--- src/include/gpc_regs.svh ---
// Register offsets, field positions, reset values and timing counts for the pin block
`ifndef GPC_REGS_SVH
`define GPC_REGS_SVH

`define GPC_ADDR_CFG 8'h00
`define GPC_ADDR_STS 8'h04
`define GPC_ADDR_MSK 8'h08
`define GPC_ADDR_PIN 8'h0C
`define GPC_ADDR_W 8

`define GPC_NPINS 3
`define GPC_MUX_LSB 28
`define GPC_POL_LSB 24
`define GPC_ROM_LSB 20
`define GPC_BUF_LSB 16
`define GPC_DIR_LSB 8
`define GPC_OUT_LSB 0
`define GPC_IN_LSB 4

`define GPC_CFG_RST 32'h0000_0000
`define GPC_MUX_RST 3'h0
`define GPC_POL_RST 3'h0
`define GPC_ROM_RST 3'h0
`define GPC_BUF_RST 3'h0
`define GPC_DIR_RST 3'h0
`define GPC_OUT_RST 3'h0
`define GPC_STS_RST 3'h0
`define GPC_MSK_RST 3'h0

// Least pulse width in ns and the clock period in ns
`define GPC_MIN_PULSE_NS 40
`define GPC_CLK_NS 4
// Longer than 40 ns: more than 10 cycles, so 11 stable samples
`define GPC_FILT_CYC ((`GPC_MIN_PULSE_NS / `GPC_CLK_NS) + 1)
`define GPC_FILT_W 4

`endif

--- src/include/gpc_pkg.sv ---
// Types shared by the pin configuration block
package gpc_pkg;
    typedef logic [2:0] gpc_tri_t;

    // Software-visible configuration of the three pins
    typedef struct packed {
        gpc_tri_t mux;
        gpc_tri_t irq_level;
        logic [2:0] rom_sel;
        gpc_tri_t drive_type;
        gpc_tri_t direction;
        gpc_tri_t out_value;
    } gpc_cfg_s;

    // Pin driver controls going out
    typedef struct packed {
        gpc_tri_t out;
        gpc_tri_t oe;
    } gpc_pad_s;

    // Bus slave state
    typedef enum logic [1:0] {
        GPC_IDLE = 2'h0,
        GPC_DATA = 2'h1
    } gpc_phase_e;
endpackage : gpc_pkg

--- src/gpc_top.sv ---
// Pin configuration block with interrupt status behind an AHB-Lite slave
`timescale 1ns/100ps
`include "gpc_regs.svh"

// Contract
// - Per-pin level bit picks high or low as active interrupt level; resets zero.
// - Pin interrupt reaches output only when its enable bit is set.
// - Levels must last over 40 ns to count; source holds them that long.
// - Three-bit field selects serial-ROM data and clock pin function; resets zero.
// - Drive type bit set gives push/pull, clear gives open-drain.
// - Direction bit set makes pin an output, clear an input.
// - Observed receive valid and clocks come from internal PHY; MAC drives transmit enable; both select outputs are low while reset is held.
// - Mux bit clear makes shared LED pin a general pin under these settings.
module gpc_top
    import gpc_pkg::*;
(
    input wire logic i_clock,
    input wire logic i_reset,
    // AHB-Lite slave
    input wire logic i_hsel,
    input wire logic [31:0] i_haddr,
    input wire logic [1:0] i_htrans,
    input wire logic i_hwrite,
    input wire logic [2:0] i_hsize,
    input wire logic [31:0] i_hwdata,
    input wire logic i_hready,
    output logic [31:0] o_hrdata,
    output logic o_hreadyout,
    output logic o_hresp,
    // Pins
    input wire logic [2:0] i_pin,
    output logic [2:0] o_pin,
    output logic [2:0] o_pin_oe,
    input wire logic [2:0] i_led,
    // Serial-ROM pin function and PHY observation selects
    output logic [2:0] o_serial_rom_pin_select,
    output logic o_phy_obs_internal,
    output logic o_mac_drives_tx_en,
    // Interrupt
    output logic o_irq
);
    typedef struct packed {
        gpc_phase_e phase;
        logic wr;
        logic [`GPC_ADDR_W-1:0] addr;
        gpc_cfg_s cfg;
        gpc_tri_t irq_status_reg;
        gpc_tri_t pin_irq_enable;
        logic [31:0] rdata;
        gpc_pad_s pad;
        logic irq;
        logic phy_int;
        logic tx_en_mac;
    } gpc_state_s;

    gpc_state_s st_q;
    gpc_state_s st_d;
    gpc_tri_t pin_sync;
    gpc_tri_t pin_filt;
    gpc_tri_t pin_active;
    logic addr_take;

    // Per-pin synchroniser then glitch filter
    for (genvar g = 0; g < `GPC_NPINS; g++) begin : g_pin
        gpc_sync u_sync (
            .i_clock(i_clock),
            .i_reset(i_reset),
            .i_async(i_pin[g]),
            .o_sync(pin_sync[g])
        );
        gpc_filter u_filt (
            .i_clock(i_clock),
            .i_reset(i_reset),
            .i_level(pin_sync[g]),
            .o_level(pin_filt[g])
        );
    end

    // Active level per pin, only for pins in general-purpose input use
    always_comb begin
        for (int k = 0; k < `GPC_NPINS; k++) begin
            pin_active[k] = (pin_filt[k] == st_q.cfg.irq_level[k])
                && !st_q.cfg.mux[k] && !st_q.cfg.direction[k];
        end
    end

    assign addr_take = i_hsel && i_hready && i_htrans[1];

    // Bus, registers, pad and interrupt next state
    always_comb begin
        st_d = st_q;
        // Address phase capture
        if (i_hready) begin
            if (addr_take) begin
                st_d.phase = GPC_DATA;
                st_d.wr = i_hwrite;
                st_d.addr = i_haddr[`GPC_ADDR_W-1:0];
            end else begin
                st_d.phase = GPC_IDLE;
            end
        end
        // Sticky status; set wins over write-one-to-clear
        if (st_q.phase == GPC_DATA && st_q.wr) begin
            case (st_q.addr)
                `GPC_ADDR_CFG: begin
                    st_d.cfg.mux = i_hwdata[`GPC_MUX_LSB +: 3];
                    st_d.cfg.irq_level = i_hwdata[`GPC_POL_LSB +: 3];
                    st_d.cfg.rom_sel = i_hwdata[`GPC_ROM_LSB +: 3];
                    st_d.cfg.drive_type = i_hwdata[`GPC_BUF_LSB +: 3];
                    st_d.cfg.direction = i_hwdata[`GPC_DIR_LSB +: 3];
                end
                `GPC_ADDR_STS: begin
                    st_d.irq_status_reg = st_q.irq_status_reg & ~i_hwdata[2:0];
                end
                `GPC_ADDR_MSK: begin
                    st_d.pin_irq_enable = i_hwdata[2:0];
                end
                `GPC_ADDR_PIN: begin
                    st_d.cfg.out_value = i_hwdata[`GPC_OUT_LSB +: 3];
                end
                default: begin
                    st_d.cfg = st_d.cfg;
                end
            endcase
        end
        st_d.irq_status_reg = st_d.irq_status_reg | pin_active;
        // Read data for the next data phase
        st_d.rdata = '0;
        if (addr_take && !i_hwrite) begin
            case (i_haddr[`GPC_ADDR_W-1:0])
                `GPC_ADDR_CFG: begin
                    st_d.rdata[`GPC_MUX_LSB +: 3] = st_q.cfg.mux;
                    st_d.rdata[`GPC_POL_LSB +: 3] = st_q.cfg.irq_level;
                    st_d.rdata[`GPC_ROM_LSB +: 3] = st_q.cfg.rom_sel;
                    st_d.rdata[`GPC_BUF_LSB +: 3] = st_q.cfg.drive_type;
                    st_d.rdata[`GPC_DIR_LSB +: 3] = st_q.cfg.direction;
                end
                `GPC_ADDR_STS: begin
                    st_d.rdata[2:0] = st_q.irq_status_reg;
                end
                `GPC_ADDR_MSK: begin
                    st_d.rdata[2:0] = st_q.pin_irq_enable;
                end
                `GPC_ADDR_PIN: begin
                    st_d.rdata[`GPC_OUT_LSB +: 3] = st_q.cfg.out_value;
                    st_d.rdata[`GPC_IN_LSB +: 3] = pin_filt;
                end
                default: begin
                    st_d.rdata = '0;
                end
            endcase
        end
        // Pad drive: LED when muxed, else output per direction and type
        for (int k = 0; k < `GPC_NPINS; k++) begin
            if (st_d.cfg.mux[k]) begin
                st_d.pad.out[k] = i_led[k];
                st_d.pad.oe[k] = 1'b1;
            end else if (!st_d.cfg.direction[k]) begin
                st_d.pad.out[k] = 1'b0;
                st_d.pad.oe[k] = 1'b0;
            end else if (st_d.cfg.drive_type[k]) begin
                st_d.pad.out[k] = st_d.cfg.out_value[k];
                st_d.pad.oe[k] = 1'b1;
            end else begin
                st_d.pad.out[k] = 1'b0; // Open-drain pulls low only
                st_d.pad.oe[k] = !st_d.cfg.out_value[k];
            end
        end
        // Level interrupt from unmasked sticky bits
        st_d.irq = |(st_d.irq_status_reg & st_d.pin_irq_enable);
        // Fixed PHY observation and transmit enable ownership
        st_d.phy_int = 1'b1;
        st_d.tx_en_mac = 1'b1;
    end

    // State register
    always_ff @(posedge i_clock) begin
        if (i_reset) begin
            st_q <= '0;
            st_q.phase <= GPC_IDLE;
            st_q.cfg.mux <= `GPC_MUX_RST;
            st_q.cfg.irq_level <= `GPC_POL_RST;
            st_q.cfg.rom_sel <= `GPC_ROM_RST;
            st_q.cfg.drive_type <= `GPC_BUF_RST;
            st_q.cfg.direction <= `GPC_DIR_RST;
            st_q.cfg.out_value <= `GPC_OUT_RST;
            st_q.irq_status_reg <= `GPC_STS_RST;
            st_q.pin_irq_enable <= `GPC_MSK_RST;
        end else begin
            st_q <= st_d;
        end
    end

    // Outputs straight from flip-flops, apart from tied-off o_hreadyout and o_hresp
    assign o_hrdata = st_q.rdata;
    assign o_hreadyout = 1'b1;
    assign o_hresp = 1'b0;
    assign o_pin = st_q.pad.out;
    assign o_pin_oe = st_q.pad.oe;
    assign o_serial_rom_pin_select = st_q.cfg.rom_sel;
    assign o_phy_obs_internal = st_q.phy_int;
    assign o_mac_drives_tx_en = st_q.tx_en_mac;
    assign o_irq = st_q.irq;
endmodule : gpc_top

--- src/gpc_filter.sv ---
// Glitch filter for one synchronised pin level
`timescale 1ns/100ps
`include "gpc_regs.svh"

module gpc_filter
    import gpc_pkg::*;
(
    input wire logic i_clock,
    input wire logic i_reset,
    input wire logic i_level,
    output logic o_level
);
    typedef struct packed {
        logic [`GPC_FILT_W-1:0] cnt;
        logic filt;
    } gpc_filt_s;

    gpc_filt_s st_q;
    gpc_filt_s st_d;

    // Count steady cycles of a new level, adopt it after the minimum width
    always_comb begin
        st_d = st_q;
        if (i_level == st_q.filt) begin
            st_d.cnt = '0;
        end else if (st_q.cnt == `GPC_FILT_W'(`GPC_FILT_CYC - 1)) begin
            st_d.filt = i_level;
            st_d.cnt = '0;
        end else begin
            st_d.cnt = st_q.cnt + `GPC_FILT_W'(1);
        end
    end

    always_ff @(posedge i_clock) begin
        if (i_reset) begin
            st_q <= '0;
        end else begin
            st_q <= st_d;
        end
    end

    assign o_level = st_q.filt;
endmodule : gpc_filter

--- src/gpc_sync.sv ---
// Two-stage synchroniser for one pin input
`timescale 1ns/100ps

module gpc_sync
    import gpc_pkg::*;
(
    input wire logic i_clock,
    input wire logic i_reset,
    input wire logic i_async,
    output logic o_sync
);
    typedef struct packed {
        logic meta;
        logic stable;
    } gpc_sync_s;

    gpc_sync_s st_q;
    gpc_sync_s st_d;

    // First stage feeds only the second
    always_comb begin
        st_d.meta = i_async;
        st_d.stable = st_q.meta;
    end

    always_ff @(posedge i_clock) begin
        if (i_reset) begin
            st_q <= '0;
        end else begin
            st_q <= st_d;
        end
    end

    assign o_sync = st_q.stable;
endmodule : gpc_sync

--- config.mk ---
export PLATFORM = sky130hd
export DESIGN_NAME = gpc_top
export DESIGN_NICKNAME = d
export VERILOG_FILES = /design/src/include/gpc_pkg.sv /design/src/gpc_top.sv /design/src/gpc_filter.sv /design/src/gpc_sync.sv
export VERILOG_INCLUDE_DIRS = /design/src /design/src/include
export SDC_FILE = /design/constraint.sdc
export NUM_CORES = 1
export LEC_CHECK = 0
export BUFFER_PORTS_ARGS = -buffer_cell sky130_fd_sc_hd__buf_2
export CAP_MARGIN = 15
export CORE_UTILIZATION = 53
export CTS_BUF_LIST = sky130_fd_sc_hd__clkbuf_4 sky130_fd_sc_hd__clkbuf_8 sky130_fd_sc_hd__clkbuf_16
export CTS_CLUSTER_SIZE = 10
export DETAILED_ROUTE_END_ITERATION = 8
export GPL_TIMING_DRIVEN = 0
export PLACE_DENSITY_LB_ADDON = 0.2
export SETUP_SLACK_MARGIN = 0.5
export SLEW_MARGIN = 20
export SYNTH_ARGS = -nofsm -noshare
export SYNTH_HDL_FRONTEND = slang
export SYNTH_SLANG_ARGS = --single-unit
--- constraint.sdc ---
create_clock -name i_clock -period 2.9 [get_ports i_clock]
set_input_delay 0.29 -clock i_clock [delete_from_list [all_inputs] [get_ports i_clock]]
set_output_delay 0.29 -clock i_clock [all_outputs]
set_load 0.02 [all_outputs]
# [Word level (Yosys, flattened, before mapping)]
# Index checks and enable logic that the tools add are counted.
[op_classes] bitwise_logic=10 n_eq_ne=16 muxes=26 add_sub_neg=3 n_reduce_logical=34
[op_table] cell="8-bit by 4-bit == test with 1-bit output, second input constant" count=4
[op_table] cell="24-bit 2-to-1 mux" count=1
[op_table] cell="1-bit 2-to-1 mux" count=19
[op_table] cell="3-bit OR reduction" count=6
[op_table] cell="8-bit by 3-bit == test with 1-bit output, second input constant" count=2
[op_table] cell="8-bit logical NOT" count=2
[op_table] cell="15-bit 2-to-1 mux" count=1
[op_table] cell="4-bit by 1-bit adder with 4-bit output, second input constant" count=3
[op_table] cell="4-bit == test, second input constant" count=3
[op_table] cell="1-bit logical AND" count=10
[op_table] cell="1-bit logical NOT" count=10
[op_table] cell="2-bit AND reduction" count=5
[op_table] cell="3-bit 2-to-1 mux" count=3
[op_table] cell="3-bit case mux with 3 select lines" count=1
[op_table] cell="3-bit bitwise AND" count=2
[op_table] cell="1-bit == test" count=6
[op_table] cell="1-bit NOT" count=6
[op_table] cell="3-bit NOT" count=1
[op_table] cell="3-bit OR" count=1
[op_table] cell="2-bit by 1-bit == test with 1-bit output, second input constant" count=1
[op_table] cell="2-bit 2-to-1 mux" count=1
[op_table] cell="2-bit OR reduction" count=1
[totals] elab_cells=120 output_inout_bits=46 ff_bits=86

# [Depth between registers and ports, before layout]
# Gate-level depths: netlist of the first run.
[logic_depth] depth_word=8 depth_mapped=7

# [Modules after synthesis]
# Synthesis of the first run repeated with hierarchy kept, for this count alone.
[hier_totals] hier_cells=340 hier_area_um2=3429.5
[by_module_without_submodules] mod="gpc_top" area_each_um2=2622.5 seq_area_each_um2=1261.2 n_inst=1 cells_each=268
[by_module_without_submodules] mod="gpc_filter" area_each_um2=216.5 seq_area_each_um2=100.1 n_inst=3 cells_each=20
[by_module_without_submodules] mod="gpc_sync" area_each_um2=52.6 seq_area_each_um2=40.0 n_inst=3 cells_each=4

# [Worst setup path after synthesis of the first run]
# Ideal clock, no wire load.
[synth_path] path_type="reg2reg" start="register st_q[65] (netlist bit)" end="register st_q, in the netlist o_pin[2]" period_less_slack_ns=1.963 stages_incl_launch_ff=7 setup_time_ns=0.116 t_required_ns=2.784 n_path_buf=1 slack_ns=0.937 arrival_ns=1.848 path_cell_list="dfxtp_1 -> or4b_4 -> nor4_4 -> buf_6 -> mux2i_1 -> nor3b_1 -> a31o_1"
[synth_between] elab_chain_cells=6 elab_cells_between_ends=8 classes_between="1 x eq/ne; 6 x mux; 1 x reduce/logical"
[synth_rtl] item="start: declaration" line="gpc_top.sv:56" rtl="gpc_state_s st_q;"
[synth_rtl] item="start signal: assignment" line="gpc_top.sv:190" rtl="st_q <= st_d;"
[synth_rtl] item="8-bit by 4-bit == test with 1-bit output or 8-bit logical NOT (tied branches)" line="gpc_top.sv:104" rtl="case (st_q.addr)"
[synth_rtl] item="3-bit 2-to-1 mux or 15-bit 2-to-1 mux (tied branches)" line="gpc_top.sv:104"
[synth_rtl] item="24-bit 2-to-1 mux *" line="gpc_top.sv:103" rtl="if (st_q.phase == GPC_DATA && st_q.wr) begin"
[synth_rtl] item="1-bit 2-to-1 mux" line="gpc_top.sv:161" rtl="end else if (st_d.cfg.drive_type[k]) begin"
[synth_rtl] item="1-bit 2-to-1 mux" line="gpc_top.sv:158" rtl="end else if (!st_d.cfg.direction[k]) begin"
[synth_rtl] item="1-bit 2-to-1 mux *" line="gpc_top.sv:155" rtl="if (st_d.cfg.mux[k]) begin"
# Mark *: on every way between the ends. The rest lies on a longest branch, timed or not.
# A chain may end at the register's enable or synchronous reset.

# [Final worst setup path of the first run]
# Ends and elaborated chain as after synthesis.

==> reports/metrics.yaml, run 1 <==
synth.cell_area_um2: 3460
drt_first_pass_iters: 4
dieHeight_um: 82.8
cts_sinks: 84
antenna_found_initial: 0
slew_violations: 0
max_freq_mhz: 466
drt_drc_violations_left: 0
gp_congestion: 0.819
cts_resized: 0
synth_async_sr_flop_share: 0
globalRouteTotalUtil: 0.208
synthFlopType: "dfxtp_1"
post_cts_setup_driven_buffer_insertion_count: 0
io_pins: 126
power.total_mw: 1.99
ctsRootBufferMaster: "clkbuf_8"
grt_pass1_wl_mm: 10.3
final_cell_area_um2: 4090
grt_start_max_net_pins: 12
overflow: 0
area_growth_pct: 18.3
routed_via_density: 4.80
critPathBufInv: 1
syn_inst: 363
post_dp_cell_area_um2: 3930
report.final.hold_viol_count: 0
synth.yosys.seq_area_share: 0.487
setup-violations-final: 0
power_density_nw_per_um2: 488
timing.critical_path.fanout_max: 9
tritoncts: "done"
ctsHoldBuffers: 0
finalNetCount: 539
run_status: "complete, no violations"
drt_iter0_markers: 110
cts_max_path_buffers: 2
drt_total_wl_mm: 6.52
largest_register_ffs: 31
cts.reportedPaths.clkPinSlew_ns: 0.07
synth_enable_flop_cells: 0
synthDistinctLibCells: 40
tns_ns: 0
cts.htree.levels: 3
diodes: 0
clk-insertion-delay-late_ns: 0.34
final_period_minus_worst_setup_slack_ns: 2.14
core_area_um2: 6310
port-buffer-count: 68
cp.arrival_ns: 2.38
die-area_um2: 6850
critPathSlowestCell: "or4b_4"
unrepaired_setup_endpoints_after_global_routing: "false"
timing.final.crit_share: 0.739
max_cap_violations: 0
crit_path_max_incr_delay_ns: 0.58
post_synth.cell_area_avg_um2: 9.52
synth.yosys.warnings: 0
fp-row-count: 29
max-slew-margin-rel: 0.524
final_layout_size_suffix_gt1_frac: 0.310
endpoint_kind: "flip-flop"
dr_total_vias: 2553
postRouteAntennaNets: 0
ir_drop_worst_case_vdd_v: 0.000406
max_slew.worst_pin.slew_ns: 0.708
final.setup_skew_ns: 0.00642
initial_utilization: 0.547
number_of_global_route_vias_before_repair: 2233
critical_path_s_top_delay_family: "simple AND/OR/NAND/NOR gates"
yosys_register_bits: 84
critPathLaunchType: "flip-flop"
p_leak_nw: 1.83
placed_cells: 519
number_of_buffers_added_by_the_clock_tree_synthesis_step: 9
top_register: "st_q"
die-width_um: 82.8
finish.cell_count_without_fillers: 532
hpwl_after_detailed_placement_mm: 4.89
criticalPathCategory: "reg -> reg"
holdCritPathClass: "in -> reg"
drt-wirelength-per-cell_um: 12.3
critical_path.cell_chain: "or4b_4 -> nor4_4 -> buf_6 -> mux2i_1 -> nor3b_1 -> a31o_1"
cp_data_required_time_ns: 3.14
## report_power, final
group	internal (mW)	switching [mW]	total, mW
registers	1.17	0.00883	1.18
clock network	0.336	0.366	0.703
logic	0.0510	0.0661	0.117
## worst paths after layout
kind | startpoint | to | slack [ns] | cells past startpoint
worst max-delay path | st_q[65] | o_pin[2] | 0.76 | 6
worst max register to register | st_q[65] | o_pin[2] | 0.76 | 6
worst min-delay path | i_pin[0] | g_pin[0].u_sync.st_d[0] | 0.16 | 2
worst min register to register | g_pin[1].u_sync.st_d[0] | g_pin[1].u_sync.o_sync | 0.44 | 1
## synthesized netlist by cell type (3+ instances only)
library cell,count,area (um2)
nand3_2,3,30.0
a21o_1,3,22.5
buf_4,45,338
nor2_1,33,124
a22oi_1,3,22.5
and2_1,21,131
nand2b_1,5,31.3
nand2_1,37,139
nor2b_1,7,43.8
a21oi_1,27,135
o21ai_0,3,15.0
clkbuf_1,8,30.0
ha_1,6,75.1
mux2_2,6,67.6
nand3_1,9,45.0
or3_1,4,25.0
xnor2_1,8,70.1
inv_1,5,18.8
a31o_1,3,26.3
mux2i_1,12,120
xor2_1,4,35.0
dfxtp_1,84,1680
nor3b_1,3,22.5
## cell type report
cell class              instances  area [um2]
fillers                       574        2230
flip-flops and latches         84        1680
multi-input cells             229        1390
plain buffers                  56         405
repair buffers                 68         340
clock buffers                  13         154
well taps                      77        96.3
inverters                       5        18.8
## layer usage
metal	global-route usage	vias up	wire, um
met4	0.0983	0	125
met2	0.347	57	3140
met1	0.255	1164	2980
met3	0.0429	10	266
li1	-	1322	-
met5	0	-	0
## through the flow
step	utilization	worst slack [ns]	hold WS (ns)
2_1_floorplan	-	0.937	0.414
3_3_place_gp	0.623	0.539	0.418
3_5_place_dp	0.623	0.535	0.427
4_1_cts	0.647	0.774	0.155
5_1_grt	0.647	0.672	0.170
6_report	0.647	0.756	0.164
## cells by family (layout without fill, tap and decap cells)
family / count (synthesis) / in the layout / synth area share
adder cells (fa/ha/maj): 6 / 6 / 0.0217
XOR/XNOR: 12 / 12 / 0.0304
AND/OR/NAND/NOR: 135 / 135 / 0.204
flip-flops: 84 / 84 / 0.487
AO/OA/AOI/OAI: 45 / 45 / 0.0778
buffers and inverters: 61 / 142 / 0.123
multiplexers: 18 / 18 / 0.0543
other: 2 / 13 / 0.00217
## placed cells by master (no fill, tap or decap), types with 6 or more instances in the layout
cell / instances
nand3_1: 9
a21oi_1: 27
xnor2_1: 8
clkbuf_8: 9
mux2_2: 6
and2_1: 21
nor2b_1: 7
buf_4: 45
nand2_1: 37
clkbuf_1: 8
dfxtp_1: 84
buf_2: 68
nor2_1: 33
conb_1: 13
ha_1: 6
mux2i_1: 12
Note: power is estimated with default switching activity, not from simulation.
==> run 2: changes to the inputs <==
Settings changed: ABC_AREA set to 1, CORE_UTILIZATION 53 to 45.
Clock period 2.9 ns to 1.89 ns, I/O delays scaled along.
==> run 2 against run 1 <==
Net effect:
- setup slack worse by 0.25 ns
- area after synthesis up 4.4%
- highest routed layer unchanged
- synthesized cell count rose by 26%
- global-route usage is 1.3 points lower
- power rose by 74%
- register-to-register slack lost 0.25 ns
- critical path type unchanged
- clock power up 100%
- core utilization is 6.6 points lower
- first-iteration DRC count shrank 15%
- maximum frequency is 54% higher
- sequential share of layout area fell by 3.4 points
- combinational power is 100% higher
==> reports/metrics.yaml, run 2 <==
cts.htree.levels: 3  # unchanged
cp.arrival_ns: 1.63  # -0.75 ns
post_synth.cell_area_avg_um2: 7.91  # -17%
final.setup_skew_ns: 0.00665  # +0.000226 ns
p_switching_mw: 0.803  # +82%
antenna_found_initial: 0  # unchanged
comb_power_share: 0.068  # +0.009
drt_drc_violations_left: 0  # unchanged
drt_first_pass_iters: 4  # unchanged
cts_sinks: 84  # unchanged
grt_start_max_net_pins: 15  # +3
port-buffer-count: 70  # +2.9%
final_cell_mix: "75 x dfxtp_1, 72 x buf_2, 62 x nand2_1, 58 x inv_1, 53 x nor2_1"
cell_types_with_the_highest_counts_after_synthesis: "84 x dfxtp_1, 63 x nand2_1, 60 x inv_1"
number_of_global_route_vias_before_repair: 2854  # +28%
drt_total_wl_mm: 7.73  # +19%
cts.reportedPaths.clkPinSlew_ns: 0.09  # +0.02 ns
grt_pass1_wl_mm: 12.7  # +23%
power.internal_mw: 2.67  # +72%
most_used_standard_cell_by_instance_count_after_synthesis: "dfxtp_1"
synth_enable_flop_cells: 0  # unchanged
crit_path_max_incr_delay_ns: 0.33  # -0.25 ns
ctsHoldBuffers: 0  # unchanged
post_dp_cell_area_um2: 4130  # +4.9%
io_pins: 126  # unchanged
run_status: "complete, no violations"
synthDominantCellAreaShare: 0.466  # -0.0206
drt-wirelength-per-cell_um: 11.7  # -4.2%
layout_commonest_cell: "dfxtp_1"
die-area_um2: 8380  # +22%
final_cell_area_um2: 4490  # +9.8%
synth.largest_area_cell: "dfxtp_1"
largest_register_ffs: 31  # unchanged
finalHoldWorstSlack_ns: 0.0330  # -0.131 ns
tns_ns: 0  # unchanged
criticalPathCategory: "reg -> reg"
finalNetCount: 639  # +19%
synth_area_leaders: "dfxtp_1 47%, buf_4 9.2%, nand2_1 6.6%, inv_1 6.2%, nor2_1 5.9%"
power.share.switching: 0.231  # +0.0101
finish.cell_count_without_fillers: 659  # +24%
syn_inst: 456  # +26%
unrepaired_setup_endpoints_after_global_routing: "true"
critical_path.cell_chain: "nor2_2 -> nand2_2 -> nor2_4 -> buf_6 -> nand3b_1 -> nand2_2 -> nand3_1 -> nand2_1 -> nand2_1"
max-slew-margin-rel: 0.649  # +0.124
slew_violations: 0  # unchanged
report.final.hold_viol_count: 0  # unchanged
die-width_um: 91.5  # +11%
postRouteAntennaNets: 0  # unchanged
drt_iter0_markers: 93  # -15%
hpwl_after_detailed_placement_mm: 5.73  # +17%
routed_via_density: 4.56  # -4.9%
cp_data_required_time_ns: 2.13  # -1.01 ns
pre_cts_ws_ns: 0.407  # -0.129 ns
core_area_um2: 7730  # +22%
synth_async_sr_flop_share: 0  # unchanged
synthDistinctLibCells: 35  # -13%
setup-violations-final: 0  # unchanged
max_slew.worst_pin.slew_ns: 0.522  # -0.186 ns
timing.critical_path.fanout_max: 5  # -4
critPathSlowestCell: "dfxtp_2"
endpoint_kind: "flip-flop"
synth.yosys.seq_area_share: 0.466  # -0.0206
ir_drop_worst_case_vdd_v: 0.000419  # +3.4%
power_density_nw_per_um2: 773  # +58%
layout_setup_ws_ns: 0.502  # -0.254 ns
diodes: 0  # unchanged
area_growth_pct: 24.4
dieHeight_um: 91.5  # +11%
dr_total_vias: 3006  # +18%
tritoncts: "done"
max_cap_violations: 0  # unchanged
number_of_buffers_added_by_the_clock_tree_synthesis_step: 9  # unchanged
final_period_minus_worst_setup_slack_ns: 1.39  # -0.756 ns
synth.cell_area_um2: 3610  # +4.4%
power.clock.fraction: 0.410  # +0.058
timing.final.crit_share: 0.734  # -0.00493
clk-insertion-delay-late_ns: 0.35  # about the same
fp-row-count: 32  # +10%
initial_utilization: 0.467  # -0.0804
placed_cells: 639  # +23%
globalRouteTotalUtil: 0.195  # -0.0131
critPathLaunchType: "flip-flop"
gp_congestion: 0.862  # +5.2%
top_register: "st_q"
holdCritPathClass: "in -> reg"
p_leak_nw: 2.19  # +20%
final_layout_size_suffix_gt1_frac: 0.336  # +0.0258
ctsRootBufferMaster: "clkbuf_8"
synthFlopType: "dfxtp_1"
overflow: 0  # unchanged
cts_max_path_buffers: 2  # unchanged
yosys_register_bits: 84  # unchanged
power.sequential.fraction: 0.522  # -0.067
synth.yosys.warnings: 0  # unchanged
max_freq_mhz: 720  # +54%
[run 2: critical path: cells and delay by family (launching register included)]
kind / cells / cell delay, ns
buffers and inverters: 1 / 0.15
flip-flops: 1 / 0.33
AND/OR/NAND/NOR: 8 / 0.78
[run 2: worst paths after layout]
kind | startpoint | end | slack, ns | cells past startpoint
setup reg to reg | st_q[72] | o_pin_oe[2] | 0.50 | 9
hold reg to reg | g_pin[1].u_sync.st_d[0] | g_pin[1].u_sync.o_sync | 0.41 | 2
hold / removal | i_pin[2] | g_pin[2].u_sync.st_d[0] | 0.03 | 3
setup / recovery | st_q[72] | o_pin_oe[2] | 0.50 | 9
[run 2: power by group through the flow]
stage,Combinational [mW],Clock [mW],Sequential (mW)
2_1_floorplan,0.140,0,1.85
3_3_place_gp,0.215,0,1.85
3_5_place_dp,0.218,0,1.85
4_1_cts,0.224,1.46,1.81
5_1_grt,0.260,1.54,1.82
6_report,0.236,1.42,1.81
[run 2: cell families after synthesis]
family / Yosys count / synth area share
compound gates: 59 / 0.0870
simple gates: 181 / 0.233
fa+ha+maj: 6 / 0.0208
flops: 84 / 0.466
buf+inv: 118 / 0.176
xor+xnor: 6 / 0.0146
other cells: 2 / 0.00208
[run 2: layer usage]
metal,vias up,wire (um),GRT usage,share of wire
met2,83,3620,0.307,0.47
met4,0,205,0.107,0.027
li1,1562,-,-,-
met5,-,0,0,0
met3,18,396,0.0402,0.051
met1,1343,3510,0.248,0.45
[run 2: layout make-up]
class	instances	area, um2
Timing Repair Buffer	75	409
Tap cell	102	128
Multi-Input combinational cell	265	1390
Fill cell	721	3240
Sequential cell	84	1690
Clock inverter	5	85.1
Clock buffer	10	138
Inverter	64	243
Buffer	54	402
[run 2: stage by stage]
step	total power, mW	utilization
after floorplan	1.99	-
after global placement	2.07	0.534
after detailed placement	2.07	0.534
after CTS	3.49	0.568
after global routing	3.61	0.581
final	3.47	0.581
[run 2: repair_timing]
| action | CTS | global route |
|---|---|---|
| setup endpoints to repair | 7 | 12 |
| setup buffers | 2 | 1 |
| pin swaps | 5 | 10 |
| hold endpoints to repair | 0 | 0 |
| gates resized for setup | 6 | 29 |
| cloned | 1 | 1 |
